**src/logic/pgc_map.vh**
```
// Notes on behaviour
// - Bit 15 enables automatic crossover; reset value from strap input.
// - Bit 14 forces pair crossover when set; resets to zero.
// - Bit 13 receive pause from advert bits 11:10, only when full duplex.
// - Bit 12 transmit pause from same advert bits, only when full duplex.
// - Bit 11 reads one only for active autonegotiated 100 full-duplex link.
// - Reserved bits ignore writes and read zero in both registers.
// - Bit 7 bypasses LED stretching so LED follows raw indication; resets zero.
// - Bits 4:0 read strapped station address; nominal default 00001.
// - Tenbase bit 13 selects lower receive threshold; resets zero.
// - Bits 12:9 set squelch, 50 mV steps from 200 mV; reset zero.
// - Tenbase bit 7 stops normal link pulses when set; resets zero.
// - Bit 4 inverted polarity, mirrors status bit 12; tenbase read clears both.
// - Tenbase bit 0 disables jabber protection, 10 Mb/s only.
`ifndef PGC_MAP_VH
`define PGC_MAP_VH
`define PGC_IDX_GENERAL    8'h19
`define PGC_IDX_TENBASE    8'h1A
`define PGC_ADDR_GENERAL   8'h64
`define PGC_ADDR_TENBASE   8'h68
`define PGC_ADDR_IRQ_STAT  8'h80
`define PGC_ADDR_IRQ_MASK  8'h84
`define PGC_ADDR_LINK_STAT 8'h88
`define PGC_GC_AUTOX       15
`define PGC_GC_FORCEX      14
`define PGC_GC_RXPAUSE     13
`define PGC_GC_TXPAUSE     12
`define PGC_GC_LINK100FD   11
`define PGC_GC_LEDBYP      7
`define PGC_GC_LEDMODE     5
`define PGC_TB_LOWTH       13
`define PGC_TB_SQ_HI       12
`define PGC_TB_SQ_LO       9
`define PGC_TB_NLPDIS      7
`define PGC_TB_POL         4
`define PGC_TB_JABDIS      0
`define PGC_TB_SQ_RESET    4'h0
`define PGC_STATION_NOM    5'h01
`define PGC_STRETCH_MS     50
`define PGC_CLK_MHZ        200
`define PGC_RESP_OKAY      2'h0
`define PGC_RESP_SLVERR    2'h2
`endif

```
**src/logic/pgc_regs.v**
```verilog
`timescale 1ns/1ps
`include "pgc_map.vh"
module pgc_regs (
   // Clock and reset
   input  wire        clk_in,
   input  wire        rst_n_in,
   input  wire        soft_rst_in,
   // AXI4-Lite write
   input  wire [7:0]  s_axi_awaddr_in,
   input  wire        s_axi_awvalid_in,
   output reg         s_axi_awready_out,
   input  wire [31:0] s_axi_wdata_in,
   input  wire [3:0]  s_axi_wstrb_in,
   input  wire        s_axi_wvalid_in,
   output reg         s_axi_wready_out,
   output reg  [1:0]  s_axi_bresp_out,
   output reg         s_axi_bvalid_out,
   input  wire        s_axi_bready_in,
   // AXI4-Lite read
   input  wire [7:0]  s_axi_araddr_in,
   input  wire        s_axi_arvalid_in,
   output reg         s_axi_arready_out,
   output reg  [31:0] s_axi_rdata_out,
   output reg  [1:0]  s_axi_rresp_out,
   output reg         s_axi_rvalid_out,
   input  wire        s_axi_rready_in,
   // Straps, from pins
   input  wire        strap_autox_in,
   input  wire        strap_led_mode_in,
   input  wire [4:0]  station_address_strap_in,
   // Link state, same clock
   input  wire [1:0]  local_advert_reg_in,
   input  wire [1:0]  partner_ability_reg_in,
   input  wire        an_full_duplex_in,
   input  wire        an_complete_in,
   input  wire        link_up_in,
   input  wire        speed_100_in,
   input  wire        pol_inverted_in,
   input  wire        phy_status_read_in,
   input  wire        link_activity_in,
   // Controls to the PHY core
   output reg         autox_en_out,
   output reg         force_cross_out,
   output reg         rx_pause_out,
   output reg         tx_pause_out,
   output reg         lower_thresh_out,
   output reg  [3:0]  squelch_out,
   output reg         nlp_disable_out,
   output reg         jabber_disable_out,
   output reg         phy_status_pol_out,
   output reg         link_led_output_out,
   output reg         irq_out
);
   localparam [31:0] STRETCH_FULL = `PGC_STRETCH_MS * `PGC_CLK_MHZ * 1000;
   localparam [23:0] STRETCH_CYC  = STRETCH_FULL[23:0];

   // Strap synchronisers
   reg        sa1_ff, sa2_ff, sl1_ff, sl2_ff;
   reg [4:0]  sp1_ff, sp2_ff;
   reg        strap_done_ff;
   wire       rst_any = !rst_n_in || soft_rst_in;

   always @(posedge clk_in) begin
      sa1_ff <= strap_autox_in;
      sa2_ff <= sa1_ff;
      sl1_ff <= strap_led_mode_in;
      sl2_ff <= sl1_ff;
      sp1_ff <= station_address_strap_in;
      sp2_ff <= sp1_ff;
   end

   // Register state
   reg        autox_ff, forcex_ff, ledbyp_ff, ledmode_ff;
   reg [4:0]  station_ff;
   reg        lowth_ff, nlpdis_ff, jabdis_ff, pol_ff;
   reg [3:0]  squelch_ff;
   reg [2:0]  irq_stat_ff, irq_mask_ff;
   reg        link_fd_prev_ff, pol_prev_ff;

   wire       rx_pause_w, tx_pause_w;
   pgc_pause_resolve u_pause (
      .local_adv_in   (local_advert_reg_in),
      .partner_adv_in (partner_ability_reg_in),
      .full_duplex_in (an_full_duplex_in),
      .rx_pause_out   (rx_pause_w),
      .tx_pause_out   (tx_pause_w)
   );

   wire link_fd100 = link_up_in && speed_100_in && an_full_duplex_in && an_complete_in;

   // Write channel: capture address and data independently
   reg        aw_have_ff, w_have_ff;
   reg [7:0]  aw_addr_ff;
   reg [31:0] w_data_ff;
   reg [3:0]  w_strb_ff;
   wire       wr_go = aw_have_ff && w_have_ff && !s_axi_bvalid_out;
   wire       wr_lo = w_strb_ff[0];
   wire       wr_hi = w_strb_ff[1];

   // Read channel
   wire       rd_go = s_axi_arvalid_in && s_axi_arready_out;
   reg [31:0] rd_word;
   reg        rd_ok;
   wire       rd_tenbase = rd_go && s_axi_araddr_in == `PGC_ADDR_TENBASE;
   wire       rd_irq     = rd_go && s_axi_araddr_in == `PGC_ADDR_IRQ_STAT;

   wire [2:0] ev;
   assign ev[0] = link_fd100 && !link_fd_prev_ff;
   assign ev[1] = !link_fd100 && link_fd_prev_ff;
   assign ev[2] = pol_inverted_in && !pol_prev_ff;

   always @* begin
      rd_ok = 1'b1;
      rd_word = 32'h0000_0000;
      case (s_axi_araddr_in)
         `PGC_ADDR_GENERAL: begin
            rd_word[`PGC_GC_AUTOX]     = autox_ff;
            rd_word[`PGC_GC_FORCEX]    = forcex_ff;
            rd_word[`PGC_GC_RXPAUSE]   = rx_pause_w;
            rd_word[`PGC_GC_TXPAUSE]   = tx_pause_w;
            rd_word[`PGC_GC_LINK100FD] = link_fd100;
            rd_word[`PGC_GC_LEDBYP]    = ledbyp_ff;
            rd_word[`PGC_GC_LEDMODE]   = ledmode_ff;
            rd_word[4:0]               = station_ff;
         end
         `PGC_ADDR_TENBASE: begin
            rd_word[`PGC_TB_LOWTH]                 = lowth_ff;
            rd_word[`PGC_TB_SQ_HI:`PGC_TB_SQ_LO]   = squelch_ff;
            rd_word[`PGC_TB_NLPDIS]                = nlpdis_ff;
            rd_word[`PGC_TB_POL]                   = pol_ff;
            rd_word[`PGC_TB_JABDIS]                = jabdis_ff;
         end
         `PGC_ADDR_IRQ_STAT:  rd_word[2:0] = irq_stat_ff;
         `PGC_ADDR_IRQ_MASK:  rd_word[2:0] = irq_mask_ff;
         `PGC_ADDR_LINK_STAT: rd_word[0]   = link_up_in;
         default:             rd_ok = 1'b0;
      endcase
   end

   always @(posedge clk_in) begin
      if (rst_any) begin
         strap_done_ff     <= 1'b0;
         autox_ff          <= 1'b1;
         forcex_ff         <= 1'b0;
         ledbyp_ff         <= 1'b0;
         ledmode_ff        <= 1'b0;
         station_ff        <= `PGC_STATION_NOM;
         lowth_ff          <= 1'b0;
         squelch_ff        <= `PGC_TB_SQ_RESET;
         nlpdis_ff         <= 1'b0;
         jabdis_ff         <= 1'b0;
         pol_ff            <= 1'b0;
         pol_prev_ff       <= 1'b0;
         link_fd_prev_ff   <= 1'b0;
         irq_stat_ff       <= 3'h0;
         irq_mask_ff       <= 3'h0;
         aw_have_ff        <= 1'b0;
         w_have_ff         <= 1'b0;
         aw_addr_ff        <= 8'h00;
         w_data_ff         <= 32'h0000_0000;
         w_strb_ff         <= 4'h0;
         s_axi_awready_out <= 1'b0;
         s_axi_wready_out  <= 1'b0;
         s_axi_bvalid_out  <= 1'b0;
         s_axi_bresp_out   <= `PGC_RESP_OKAY;
         s_axi_arready_out <= 1'b0;
         s_axi_rvalid_out  <= 1'b0;
         s_axi_rresp_out   <= `PGC_RESP_OKAY;
         s_axi_rdata_out   <= 32'h0000_0000;
      end else begin
         // Straps caught once after release, past the synchroniser
         strap_done_ff <= 1'b1;
         if (!strap_done_ff) begin
            autox_ff   <= sa2_ff;
            ledmode_ff <= sl2_ff;
            station_ff <= sp2_ff;
         end
         link_fd_prev_ff <= link_fd100;
         pol_prev_ff     <= pol_inverted_in;

         // Write address and data accepted in either order
         s_axi_awready_out <= !aw_have_ff && !s_axi_awready_out;
         s_axi_wready_out  <= !w_have_ff && !s_axi_wready_out;
         if (s_axi_awvalid_in && s_axi_awready_out) begin
            aw_have_ff        <= 1'b1;
            aw_addr_ff        <= s_axi_awaddr_in;
            s_axi_awready_out <= 1'b0;
         end
         if (s_axi_wvalid_in && s_axi_wready_out) begin
            w_have_ff        <= 1'b1;
            w_data_ff        <= s_axi_wdata_in;
            w_strb_ff        <= s_axi_wstrb_in;
            s_axi_wready_out <= 1'b0;
         end
         if (wr_go) begin
            aw_have_ff       <= 1'b0;
            w_have_ff        <= 1'b0;
            s_axi_bvalid_out <= 1'b1;
            s_axi_bresp_out  <= `PGC_RESP_OKAY;
            case (aw_addr_ff)
               `PGC_ADDR_GENERAL: begin
                  // Override holds until next reset
                  if (wr_hi) autox_ff  <= w_data_ff[`PGC_GC_AUTOX];
                  if (wr_hi) forcex_ff <= w_data_ff[`PGC_GC_FORCEX];
                  if (wr_lo) ledbyp_ff <= w_data_ff[`PGC_GC_LEDBYP];
                  if (wr_lo) ledmode_ff <= w_data_ff[`PGC_GC_LEDMODE];
               end
               `PGC_ADDR_TENBASE: begin
                  if (wr_hi) lowth_ff <= w_data_ff[`PGC_TB_LOWTH];
                  if (wr_hi && wr_lo)
                     squelch_ff <= w_data_ff[`PGC_TB_SQ_HI:`PGC_TB_SQ_LO];
                  if (wr_lo) nlpdis_ff <= w_data_ff[`PGC_TB_NLPDIS];
                  if (wr_lo) jabdis_ff <= w_data_ff[`PGC_TB_JABDIS];
               end
               `PGC_ADDR_IRQ_MASK: if (wr_lo) irq_mask_ff <= w_data_ff[2:0];
               `PGC_ADDR_IRQ_STAT: ;
               `PGC_ADDR_LINK_STAT: ;
               default: s_axi_bresp_out <= `PGC_RESP_SLVERR;
            endcase
         end
         if (s_axi_bvalid_out && s_axi_bready_in)
            s_axi_bvalid_out <= 1'b0;

         // Read: one in flight
         s_axi_arready_out <= !s_axi_rvalid_out && !s_axi_arready_out;
         if (rd_go) begin
            s_axi_arready_out <= 1'b0;
            s_axi_rvalid_out  <= 1'b1;
            s_axi_rdata_out   <= rd_word;
            s_axi_rresp_out   <= rd_ok ? `PGC_RESP_OKAY : `PGC_RESP_SLVERR;
         end
         if (s_axi_rvalid_out && s_axi_rready_in)
            s_axi_rvalid_out <= 1'b0;

         // Polarity: tenbase read clears both copies; new event wins
         if (pol_inverted_in)
            pol_ff <= 1'b1;
         else if (rd_tenbase)
            pol_ff <= 1'b0;

         // Sticky status, read clears, set wins
         irq_stat_ff <= (rd_irq ? 3'h0 : irq_stat_ff) | ev;
      end
   end

   // LED stretching
   reg [23:0] stretch_cnt_ff;
   always @(posedge clk_in) begin
      if (rst_any)
         stretch_cnt_ff <= 24'h00_0000;
      else if (link_activity_in)
         stretch_cnt_ff <= STRETCH_CYC;
      else if (stretch_cnt_ff != 24'h00_0000)
         stretch_cnt_ff <= stretch_cnt_ff - 24'h00_0001;
   end
   wire act_seen  = ledbyp_ff ? link_activity_in : (stretch_cnt_ff != 24'h00_0000);
   wire blink_ph  = stretch_cnt_ff[20];
   wire led_act   = ledbyp_ff ? link_activity_in : (act_seen && blink_ph);

   // Registered outputs
   always @(posedge clk_in) begin
      if (rst_any) begin
         autox_en_out        <= 1'b0;
         force_cross_out     <= 1'b0;
         rx_pause_out        <= 1'b0;
         tx_pause_out        <= 1'b0;
         lower_thresh_out    <= 1'b0;
         squelch_out         <= 4'h0;
         nlp_disable_out     <= 1'b0;
         jabber_disable_out  <= 1'b0;
         phy_status_pol_out  <= 1'b0;
         link_led_output_out <= 1'b0;
         irq_out             <= 1'b0;
      end else begin
         autox_en_out        <= autox_ff;
         force_cross_out     <= forcex_ff;
         rx_pause_out        <= rx_pause_w;
         tx_pause_out        <= tx_pause_w;
         lower_thresh_out    <= lowth_ff;
         squelch_out         <= squelch_ff;
         nlp_disable_out     <= nlpdis_ff;
         jabber_disable_out  <= jabdis_ff && !speed_100_in;
         phy_status_pol_out  <= pol_ff;
         // Mode 1 steady link; mode 0 link with activity blink
         link_led_output_out <= link_up_in && !(!ledmode_ff && led_act);
         // Mask bit high lets its status bit raise the line
         irq_out             <= |(irq_stat_ff & irq_mask_ff);
      end
   end
endmodule

```
**src/logic/pgc_pause_resolve.v**
```verilog
`timescale 1ns/1ps
module pgc_pause_resolve (
   // Advertised abilities, bit 1 asym, bit 0 sym
   input  wire [1:0] local_adv_in,
   input  wire [1:0] partner_adv_in,
   input  wire       full_duplex_in,
   // Resolution
   output reg        rx_pause_out,
   output reg        tx_pause_out
);
   always @* begin
      rx_pause_out = 1'b0;
      tx_pause_out = 1'b0;
      if (full_duplex_in) begin
         if (local_adv_in[0] && partner_adv_in[0]) begin
            rx_pause_out = 1'b1;
            tx_pause_out = 1'b1;
         end else if (local_adv_in == 2'h3 && partner_adv_in == 2'h2) begin
            rx_pause_out = 1'b1;
         end else if (local_adv_in == 2'h2 && partner_adv_in == 2'h3) begin
            tx_pause_out = 1'b1;
         end
      end
   end
endmodule

```
**config.mk**
```make
export PLATFORM = sky130hd
export DESIGN_NAME = pgc_regs
export DESIGN_NICKNAME = d
export VERILOG_FILES = /design/src/logic/pgc_regs.v /design/src/logic/pgc_pause_resolve.v
export VERILOG_INCLUDE_DIRS = /design/src /design/src/logic
export SDC_FILE = /design/constraint.sdc
export NUM_CORES = 1
export LEC_CHECK = 0
export BUFFER_PORTS_ARGS = -buffer_cell sky130_fd_sc_hd__buf_2
export CORE_ASPECT_RATIO = 0.5
export CORE_UTILIZATION = 52
export CTS_BUF_LIST = sky130_fd_sc_hd__clkbuf_16
export DETAILED_ROUTE_END_ITERATION = 12
export GPL_ROUTABILITY_DRIVEN = 0
export PLACE_DENSITY = 0.8
export SLEW_MARGIN = 25
export SYNTH_ARGS = -nofsm -noshare
export SYNTH_HDL_FRONTEND = slang
export SYNTH_SLANG_ARGS = --single-unit
```
**constraint.sdc**
```tcl
create_clock -name clk_in -period 2.85 [get_ports clk_in]
set_input_delay 0.285 -clock clk_in [delete_from_list [all_inputs] [get_ports clk_in]]
set_output_delay 0.285 -clock clk_in [all_outputs]
set_load 0.01 [all_outputs]
```
# Word-level counts from Yosys, hierarchy flattened

Cells that the tools add are included.

Input bits: 78
Register bits after elaboration: 129

Add/sub/neg operators: 1
Equal/unequal tests: 14
Reductions and logical operators: 60
Mux-type cells: 35
Bitwise logic cells: 2

Operators by type and width:

| operator                | number |
|---|---|
| $eq A8 B8 Y1 const B    | 6 |
| $mux W24                | 2 |
| $eq A8 B7 Y1 const B    | 4 |
| $logic_and A1 B1 Y1     | 26 |
| $reduce_bool A24 Y1     | 1 |
| $sub A24 B1 Y24 const B | 1 |
| $mux W1                 | 23 |
| $reduce_and A3 Y1       | 6 |
| $logic_not A1 Y1        | 14 |
| $reduce_or A2 Y1        | 7 |
| $reduce_or A5 Y1        | 2 |
| $eq A2 B2 Y1 const B    | 4 |
| $mux W2                 | 4 |
| $pmux W2 S3             | 1 |
| $pmux W3 S2             | 1 |
| $pmux W1 S5             | 1 |
| $pmux W1 S2             | 2 |
| $reduce_bool A2 Y1      | 2 |
| $and A3 B3 Y3           | 1 |
| $mux W3                 | 1 |
| $or A3 B3 Y3            | 1 |
| $reduce_or A3 Y1        | 1 |
| $logic_or A1 B1 Y1      | 1 |

# Depth between registers and ports, before layout

Gate-level depths: netlist of run 1.

Depth in word-level cells: 7
Depth in mapped cells: 7

# Cells and area by module

Synthesis of run 1 repeated with hierarchy kept, for this count alone.

Cell total of the unflattened synthesis: 521
Area total of the unflattened synthesis: 4,833.4 um^2

By module, submodules not included:

| module            | area each (um^2) | times used | cells each |
|---|---|---|---|
| pgc_regs          | 4,808.4          | 1          | 515 |
| pgc_pause_resolve | 25.0             | 1          | 6 |

# Least setup slack after synthesis of run 1

OpenSTA, ideal clock, no wires.

Path kind: register to register
Start point: register stretch_cnt_ff[4]
End point: register stretch_cnt_ff[4]
Path buffers: 2
Stages on the path, launching flop included: 8
Arrival: 2.065 ns
Slack: 0.658 ns
Data required time: 2.722 ns
Cells stage by stage: dfxtp_1 -> or4_1 -> buf_2 -> or4_1 -> clkbuf_2 -> o21ai_0 -> mux2_2 -> nor2_1

Cells in the longest elaborated chain, start to end: 1
Elaborated cells between the ends (all ways): 2
Classes of those cells: add/sub: 1; reduce/logical: 1

RTL lines:

| item                                                   | line                           | RTL |
|---|---|---|
| from (decl)                                            | pgc_regs.v:247                 | `reg [23:0] stretch_cnt_ff;` |
| from (signal assigned)                                 | pgc_regs.v:254                 | `stretch_cnt_ff <= stretch_cnt_ff - 24'h00_0001;` |
| $sub A24 B1 Y24 or $reduce_bool A24 Y1 (tied branches) | pgc_regs.v:254, pgc_regs.v:253 |  |

Several ways; a longest one is shown, not always the timed one.
A chain may end at the register's enable or synchronous reset.

# Worst setup path in the final report of run 1

Ends and elaborated chain as after synthesis.

==> metrics.cfg, run 1 <==
[route]
route.antenna.remaining_nets=0
drc_errors=0
detail_route.first_pass.iterations=4
route.vias.total=3922
route.detailed.wl_per_inst_um=13.91
finalWirelength_um=10320
drt_iter0_drc=248
detail_route.vias_per_cell=5.286

[worst_setup_path]
r2r_setup_slack_ns=0.42
crit_path_max_incr_delay_ns=0.70
crit_path_depth=5
r2r-end=stretch_cnt_ff[4]$_SDFFE_PP0P_
r2r.worst_path.cells=5
setup.worst_path.start=stretch_cnt_ff[4]$_SDFFE_PP0P_
crit_path_max_fanout=7
timing.critical_path.buf_inv=0
timing.critical_path.slowest_stage_cell=or4_1
crit_path_end=stretch_cnt_ff[4]$_SDFFE_PP0P_
worst_setup_path_start_kind=flop
worstPathArrival_ns=2.71
crit_family=simple AND/OR/NAND/NOR gates
critPathKind=reg2reg
r2r-start=stretch_cnt_ff[4]$_SDFFE_PP0P_
crit_chain=or4_1 -> or4_1 -> o21ai_0 -> mux2_2 -> nor2_1
critPathCaptureType=flop
worst_ep_required_time_ns=3.12
cp_common_cell=or4_1

[yosys]
yosys-top-cells-area=dfxtp_1 52%, nand2_1 5.1%, a21oi_1 4.7%, nor2_1 4.6%, mux2i_1 4.4%
post_synth_and_or_nand_nor_area_fraction_pct=21.18
share_of_synthesized_cell_area_in_full_adder_half_adder_and_majority_cells_pct=0.5288
syn_inst=516
synth.lib_cells_used.distinct=51
number_of_enable_type_register_cells_in_the_synthesized_netlist=0
mux_share_of_post_synthesis_cell_area_pct=5.156
synth_largest_area_cell=dfxtp_1
synth_top_area_share_pct=52.04
cell_area_after_technology_mapping_mm2=0.004732
postSynth.topFlopCell=dfxtp_1
yosys.area_share.xor_xnor_pct=2.591
synthMostInstantiatedCell=dfxtp_1
synth.ff_latch_count=123
synth_sequential_area_ratio_pct=52.04
combinational_family_with_the_most_area_after_synthesis=simple AND/OR/NAND/NOR gates
synthArstFlopShare_pct=0
synth.top_cells.by_count=123 x dfxtp_1, 64 x nand2_1, 58 x nor2_1, 44 x a21oi_1, 21 x mux2i_1
ys_warnings=0
syn_area_per_cell_um2=9.171
synth_compound_area_share_pct=12.67

[clock_tree]
cts_htree_levels=4
cts_tree=done
cts.path.max_buffers=2
cts_made_buffers=17
clkSinkCount=123
clkSlewWorstSetupHoldPaths_ns=0.05
insertion_delay_ns=0.40
cts_setup_buffers=0
clock_tree_root_buffer_cell=clkbuf_16

[power]
power.density_mw_per_mm2=686.5
power_leakage_nw=2.376
power.total_mw=3.951
irDropWorstVdd_mv=0.5060

[timing]
worst_pin_slew_ns=0.7610
period_needed_ns=2.434
timing.slew.headroom_pct=49.27
max_freq_mhz=410.9
aggregate_negative_setup_slack_ns=0
fin_crit_sh_pct=85.39
report.final.hold_viol_count=0
finalSetupViolCount=0
clock_skew_ns=0.005878
hold_ws_ns=0.05568
grt_setup_unrepaired=false
setup_ws_ns=0.4164
timing_max_transition_violations_final=0

[finish]
layout.filler_cells=696
final_non_filler_cells=742
area_growth_pct=21.63
multi_input_area_mm2=0.002071
antenna-diode-count=0
fin_nets=694
ff_latch_area_mm2=0.002462
fraction_of_layout_cells_with_a_size_suffix_above_1_pct=20.16

[place]
place.detailed.instances=705
io_buffer_count=89
post-dp-hpwl_um=6896
dp_slack_ns=0.4355

[global_route]
number_of_global_route_vias_before_repair=3662
grt_pass1_wl_um=17040
grt.total_usage_pct=23.30
pin_count_of_the_biggest_net_entering_global_routing=76
antenna_found_initial=0
grt_overflow_total=0

[run_status]
status=completed

[run]
drv_cap=0

[floorplanning]
die_area_mm2=0.009509
pin_count=133
die-height_um=69.46
fp-row-count=24
floorplan.core_area_mm2=0.008768
die_w_um=136.9
initial_core_util_pct=53.97

[hold_path]
min-delay-path-class=in2reg

## cell families after synthesis
group,Yosys count
DFF,123
xor gates and xnor gates,14
muxes,24
other,1
buffers and inverters,52
AOI/OAI and AO/OA,99
and+or+nand+nor,201
adders and majority gates,2
## registers in the layout, summed over array words and instances (netlist names), 2 cells and up
register / count
w_data_ff: 12
aw_addr_ff: 8
irq_stat_ff: 3
s_axi_rdata_out: 14
w_strb_ff: 2
irq_mask_ff: 3
squelch_ff: 4
stretch_cnt_ff: 24
station_ff: 5
sp2_ff: 5
squelch_out: 4
sp1_ff: 5
## worst register-to-register path: stages, from the launching register on
cell,delay (ns)
dfxtp_1,0.34
or4_1,0.69
or4_1,0.70
o21ai_0,0.32
mux2_2,0.22
nor2_1,0.03
## where the power goes
part / total [mW] / internal (mW) / switching, mW / leakage [nW]
combinational: 0.407 / 0.167 / 0.241 / 1.13
sequential: 1.81 / 1.77 / 0.0391 / 1.00
clock: 1.73 / 1.05 / 0.679 / 0.249
## routing by layer
layer	up-vias	track usage, %	wire [um]
met2	121	39.31	5084
li1	1949	-	-
met3	15	5.775	584
met5	-	0	0
met1	1837	28.27	4492
met4	0	10.01	161
## how the worst min path moves through the flow
stage,to,startpoint,slack [ns],cells after the start
floorplan,sa2_ff$_DFF_P_,sa1_ff$_DFF_P_,0.31,0
global placement,sp2_ff[4]$_DFF_P_,sp1_ff[4]$_DFF_P_,0.31,0
detailed placement,sp2_ff[2]$_DFF_P_,sp1_ff[2]$_DFF_P_,0.31,0
CTS,jabber_disable_out$_SDFF_PN0_,speed_100_in,0.05,2
global route,jabber_disable_out$_SDFF_PN0_,speed_100_in,0.06,2
finish,jabber_disable_out$_SDFF_PN0_,speed_100_in,0.06,2
## area by class of cell
type	instances	area share [%]
Sequential cell	123	42.78
Multi-Input combinational cell	360	35.98
Timing Repair Buffer	103	9.870
Clock buffer	17	7.391
Tap cell	117	2.543
Clock inverter	13	0.8478
Inverter	9	0.5870
## placed cells by master, fill, tap and decap left out, types with 7 or more instances in the layout
cell / n
a21oi_1: 44
a22oi_1: 11
and2_1: 12
buf_2: 89
buf_4: 7
clkbuf_16: 17
clkinv_1: 10
conb_1: 20
dfxtp_1: 123
dlygate4sd3_1: 7
inv_1: 12
mux2i_1: 21
nand2_1: 64
nand2b_1: 8
nand4_1: 7
nor2_1: 58
nor3_1: 11
o211ai_1: 7
o21ai_0: 18
or4_1: 8
xor2_1: 12
## repair_timing
item,in CTS,in global routing
hold endpoints to repair,7,0
hold buffers,7,0
endpoints found under the setup margin,0,0
resized for setup,0,0
## stage by stage
stage / cell area (um^2) / util [%]
floorplan: 4803 / -
global placement: 5211 / 59.43
detailed placement: 5211 / 59.43
CTS: 5756 / 65.64
global route: 5756 / 65.64
finish: 5756 / 65.64
(Power assumes the default switching activity.)
==> run 2: changes to the inputs <==
--- a/config.mk
+++ b/config.mk
@@ -8,11 +8,11 @@
 export LEC_CHECK = 0
 export BUFFER_PORTS_ARGS = -buffer_cell sky130_fd_sc_hd__buf_2
 export CORE_ASPECT_RATIO = 0.5
-export CORE_UTILIZATION = 52
+export CORE_UTILIZATION = 56
 export CTS_BUF_LIST = sky130_fd_sc_hd__clkbuf_16
 export DETAILED_ROUTE_END_ITERATION = 12
 export GPL_ROUTABILITY_DRIVEN = 0
-export PLACE_DENSITY = 0.8
+export PLACE_DENSITY = 0.85
 export SLEW_MARGIN = 25
 export SYNTH_ARGS = -nofsm -noshare
 export SYNTH_HDL_FRONTEND = slang
==> constraint.sdc (replaced) <==
create_clock -name clk_in -period 2.83 [get_ports clk_in]
set_input_delay 0.283 -clock clk_in [delete_from_list [all_inputs] [get_ports clk_in]]
set_output_delay 0.283 -clock clk_in [all_outputs]
set_load 0.01 [all_outputs]
==> run 2 against run 1 <==
Register-to-register slack worse by 0.05 ns. Final area is 3.3% higher. Worst hold slack worse by 0.0092 ns. Utilization is 7.9 points higher. Die area is 7.0% lower. Critical path depth stayed put. Combinational power is 2% higher. Clock power is 40% higher. Count of clock-buffer cells in the layout stayed put. Maximum frequency is 1.0% lower. Total power is 18% higher. Global-route usage is 1.5 points higher. Critical path type unchanged. Critical endpoint unchanged.
==> metrics.cfg, run 2 (synthesized netlist as in run 1, its figures left out) <==
[clock_tree]
cts_tree=done
cts_htree_levels=4  ; unchanged
insertion_delay_ns=0.41  ; about the same
clkSlewWorstSetupHoldPaths_ns=0.05  ; about the same
clkSinkCount=123  ; unchanged
post_cts_resized=0  ; unchanged
clock_tree_root_buffer_cell=clkbuf_16
cts_setup_buffers=0  ; unchanged
cts_made_buffers=17  ; unchanged
cts.hold.buffers_added=7  ; unchanged
cts.path.max_buffers=2  ; unchanged

[finish]
top_register=stretch_cnt_ff
largest_registers=stretch_cnt_ff x24, s_axi_rdata_out x14, w_data_ff x12
area_growth_pct=25.65
fin_nets=694  ; unchanged
most_common_library_cell_in_the_layout_ignoring_fill_and_taps=dfxtp_1
stdcell_area_mm2=0.005946  ; +3.3%
antenna-diode-count=0  ; unchanged
largest_register_ffs=24  ; unchanged
layout_common_cells=123 x dfxtp_1, 89 x buf_2, 64 x nand2_1, 58 x nor2_1, 44 x a21oi_1
final_non_filler_cells=739  ; -0.40%
fraction_of_layout_cells_with_a_size_suffix_above_1_pct=22.33  ; +2.2 points

[hold_path]
holdPathStages=2  ; unchanged
hold_start=speed_100_in
hold_end=jabber_disable_out$_SDFF_PN0_
min-delay-path-class=in2reg

[route]
route.vias.total=4040  ; +3.0%
route.detailed.wl_per_inst_um=14.58  ; +4.8%
finalWirelength_um=10770  ; +4.4%
drc_errors=0  ; unchanged
detail_route.first_pass.iterations=7  ; +3
drt_iter0_drc=293  ; +18%
route.antenna.remaining_nets=0  ; unchanged
detail_route.vias_per_cell=5.467  ; +3.4%

[place]
place.detailed.instances=700  ; -0.71%
cell_area_after_placement_mm2=0.005205  ; -0.12%
post-dp-hpwl_um=6758  ; -2.0%
io_buffer_count=89  ; unchanged

[timing]
aggregate_negative_setup_slack_ns=0  ; unchanged
clock_skew_ns=0.005101  ; -0.0007778 ns
finalSetupViolCount=0  ; unchanged
worst_pin_slew_ns=0.7750  ; +0.01406 ns
grt_setup_unrepaired=false
report.final.hold_viol_count=0  ; unchanged
timing.slew.headroom_pct=48.18  ; -1.1 points
fin_crit_sh_pct=86.90  ; +1.5 points
max_freq_mhz=406.6  ; -1.0%
timing_max_transition_violations_final=0  ; unchanged
period_needed_ns=2.459  ; +0.02572 ns

[worst_setup_path]
critPathCaptureType=flop
crit_path_max_incr_delay_ns=0.70  ; about the same
timing.critical_path.buf_inv=0  ; unchanged
worstPathArrival_ns=2.74  ; +0.03 ns
timing.critical_path.slowest_stage_cell=or4_1
critPathKind=reg2reg
crit_path_max_fanout=7  ; unchanged
r2r.worst_path.cells=5  ; unchanged
worst_setup_path_start_kind=flop
r2r-start=stretch_cnt_ff[4]$_SDFFE_PP0P_
r2r-end=stretch_cnt_ff[4]$_SDFFE_PP0P_
worst_ep_required_time_ns=3.11  ; about the same
crit_family=simple AND/OR/NAND/NOR gates
crit_chain=or4_1 -> or4_1 -> o21ai_0 -> mux2_2 -> nor2_1
cp_common_cell=or4_1
r2r_setup_slack_ns=0.37  ; -0.05 ns

[global_route]
grt.total_usage_pct=24.82  ; +1.5 points
number_of_global_route_vias_before_repair=3555  ; -2.9%
grt_overflow_total=0  ; unchanged
antenna_found_initial=0  ; unchanged
pin_count_of_the_biggest_net_entering_global_routing=76  ; unchanged
grt_pass1_wl_um=16810  ; -1.3%

[power]
power.share.switching_pct=22.88  ; -1.4 points
power.density_mw_per_mm2=785.5  ; +14%
p_clk_share_pct=52.1  ; +8.3 points
power.sequential.fraction_pct=39.0  ; -6.9 points
power_report.internal_total_mw=3.602  ; +20%
switchingPower_mw=1.069  ; +11%
irDropWorstVdd_mv=0.5788  ; +14%
comb_power_share_pct=8.9  ; -1.4 points
power_leakage_nw=2.454  ; +3.3%

[floorplanning]
floorplan.core_area_mm2=0.008087  ; -7.8%
pin_count=133  ; unchanged
initial_core_util_pct=58.52  ; +4.6 points
die_area_mm2=0.008844  ; -7.0%
fp-row-count=23  ; -4.2%
die-height_um=67  ; -3.5%
die_w_um=132  ; -3.6%

[run_status]
status=completed

[run]
drv_cap=0  ; unchanged

==> run 2: cell count changes in the layout (fill, tap and decap cells not counted), sizes merged <==
cell	previous run	this run
inv	12	9
bufinv	0	6
clkinvlp	0	1
clkinv	10	8
==> run 2: worst max path at each step <==
stage	slack (ns)	from	endpoint	cells after the start
floorplan	0.64	stretch_cnt_ff[4]$_SDFFE_PP0P_	stretch_cnt_ff[4]$_SDFFE_PP0P_	7
global placement	0.47	stretch_cnt_ff[4]$_SDFFE_PP0P_	stretch_cnt_ff[4]$_SDFFE_PP0P_	5
detailed placement	0.41	stretch_cnt_ff[4]$_SDFFE_PP0P_	stretch_cnt_ff[4]$_SDFFE_PP0P_	5
CTS	0.39	stretch_cnt_ff[4]$_SDFFE_PP0P_	stretch_cnt_ff[4]$_SDFFE_PP0P_	5
global route	0.26	stretch_cnt_ff[4]$_SDFFE_PP0P_	stretch_cnt_ff[4]$_SDFFE_PP0P_	5
finish	0.37	stretch_cnt_ff[4]$_SDFFE_PP0P_	stretch_cnt_ff[4]$_SDFFE_PP0P_	5
==> run 2: layer usage <==
layer  vias up  track usage, %  share of wire (%)
li1       1951               -                  -
met1      1905           29.87                 44
met2       160           43.12                 49
met3        24           6.012                5.9
met4         0           10.76                1.7
met5         -               0                  0
==> run 2: power groups by stage <==
| stage | registers (mW) | logic [mW] | clock network [mW] |
|---|---|---|---|
| after CTS | 1.82 | 0.411 | 2.45 |
| after global routing | 1.83 | 0.459 | 2.53 |
| after detailed placement | 1.86 | 0.396 | 0 |
| after global placement | 1.85 | 0.389 | 0 |
| after floorplan | 1.85 | 0.318 | 0 |
| final | 1.82 | 0.414 | 2.43 |
==> run 2: worst reg2reg max path, delay by kind of cell, from the launching register on <==
kind	cells	cell delay, ns
AND/OR/NAND/NOR	3	1.43
AO/OA/AOI/OAI	1	0.32
flip-flops	1	0.35
multiplexers	1	0.22
==> run 2: area by class of cell <==
cell class,instances,area (um^2)
well taps,112,140.1
multi-input cells,360,2071
repair buffers,103,568.0
inverters,9,33.78
clock inverters,15,245.2
fillers,546,2141
clock buffers,17,425.4
flip-flops and latches,123,2462
==> run 2: per-stage QoR <==
stage / worst slack (ns) / hold WS, ns / power, mW / utilization, %
after global routing: 0.2625 / 0.04654 / 4.816 / 73.53
after global placement: 0.4687 / 0.3105 / 2.242 / 64.37
after floorplan: 0.6378 / 0.3096 / 2.165 / -
final: 0.3707 / 0.04651 / 4.670 / 73.53
after detailed placement: 0.4090 / 0.3121 / 2.253 / 64.37
after CTS: 0.3926 / 0.03588 / 4.679 / 73.53
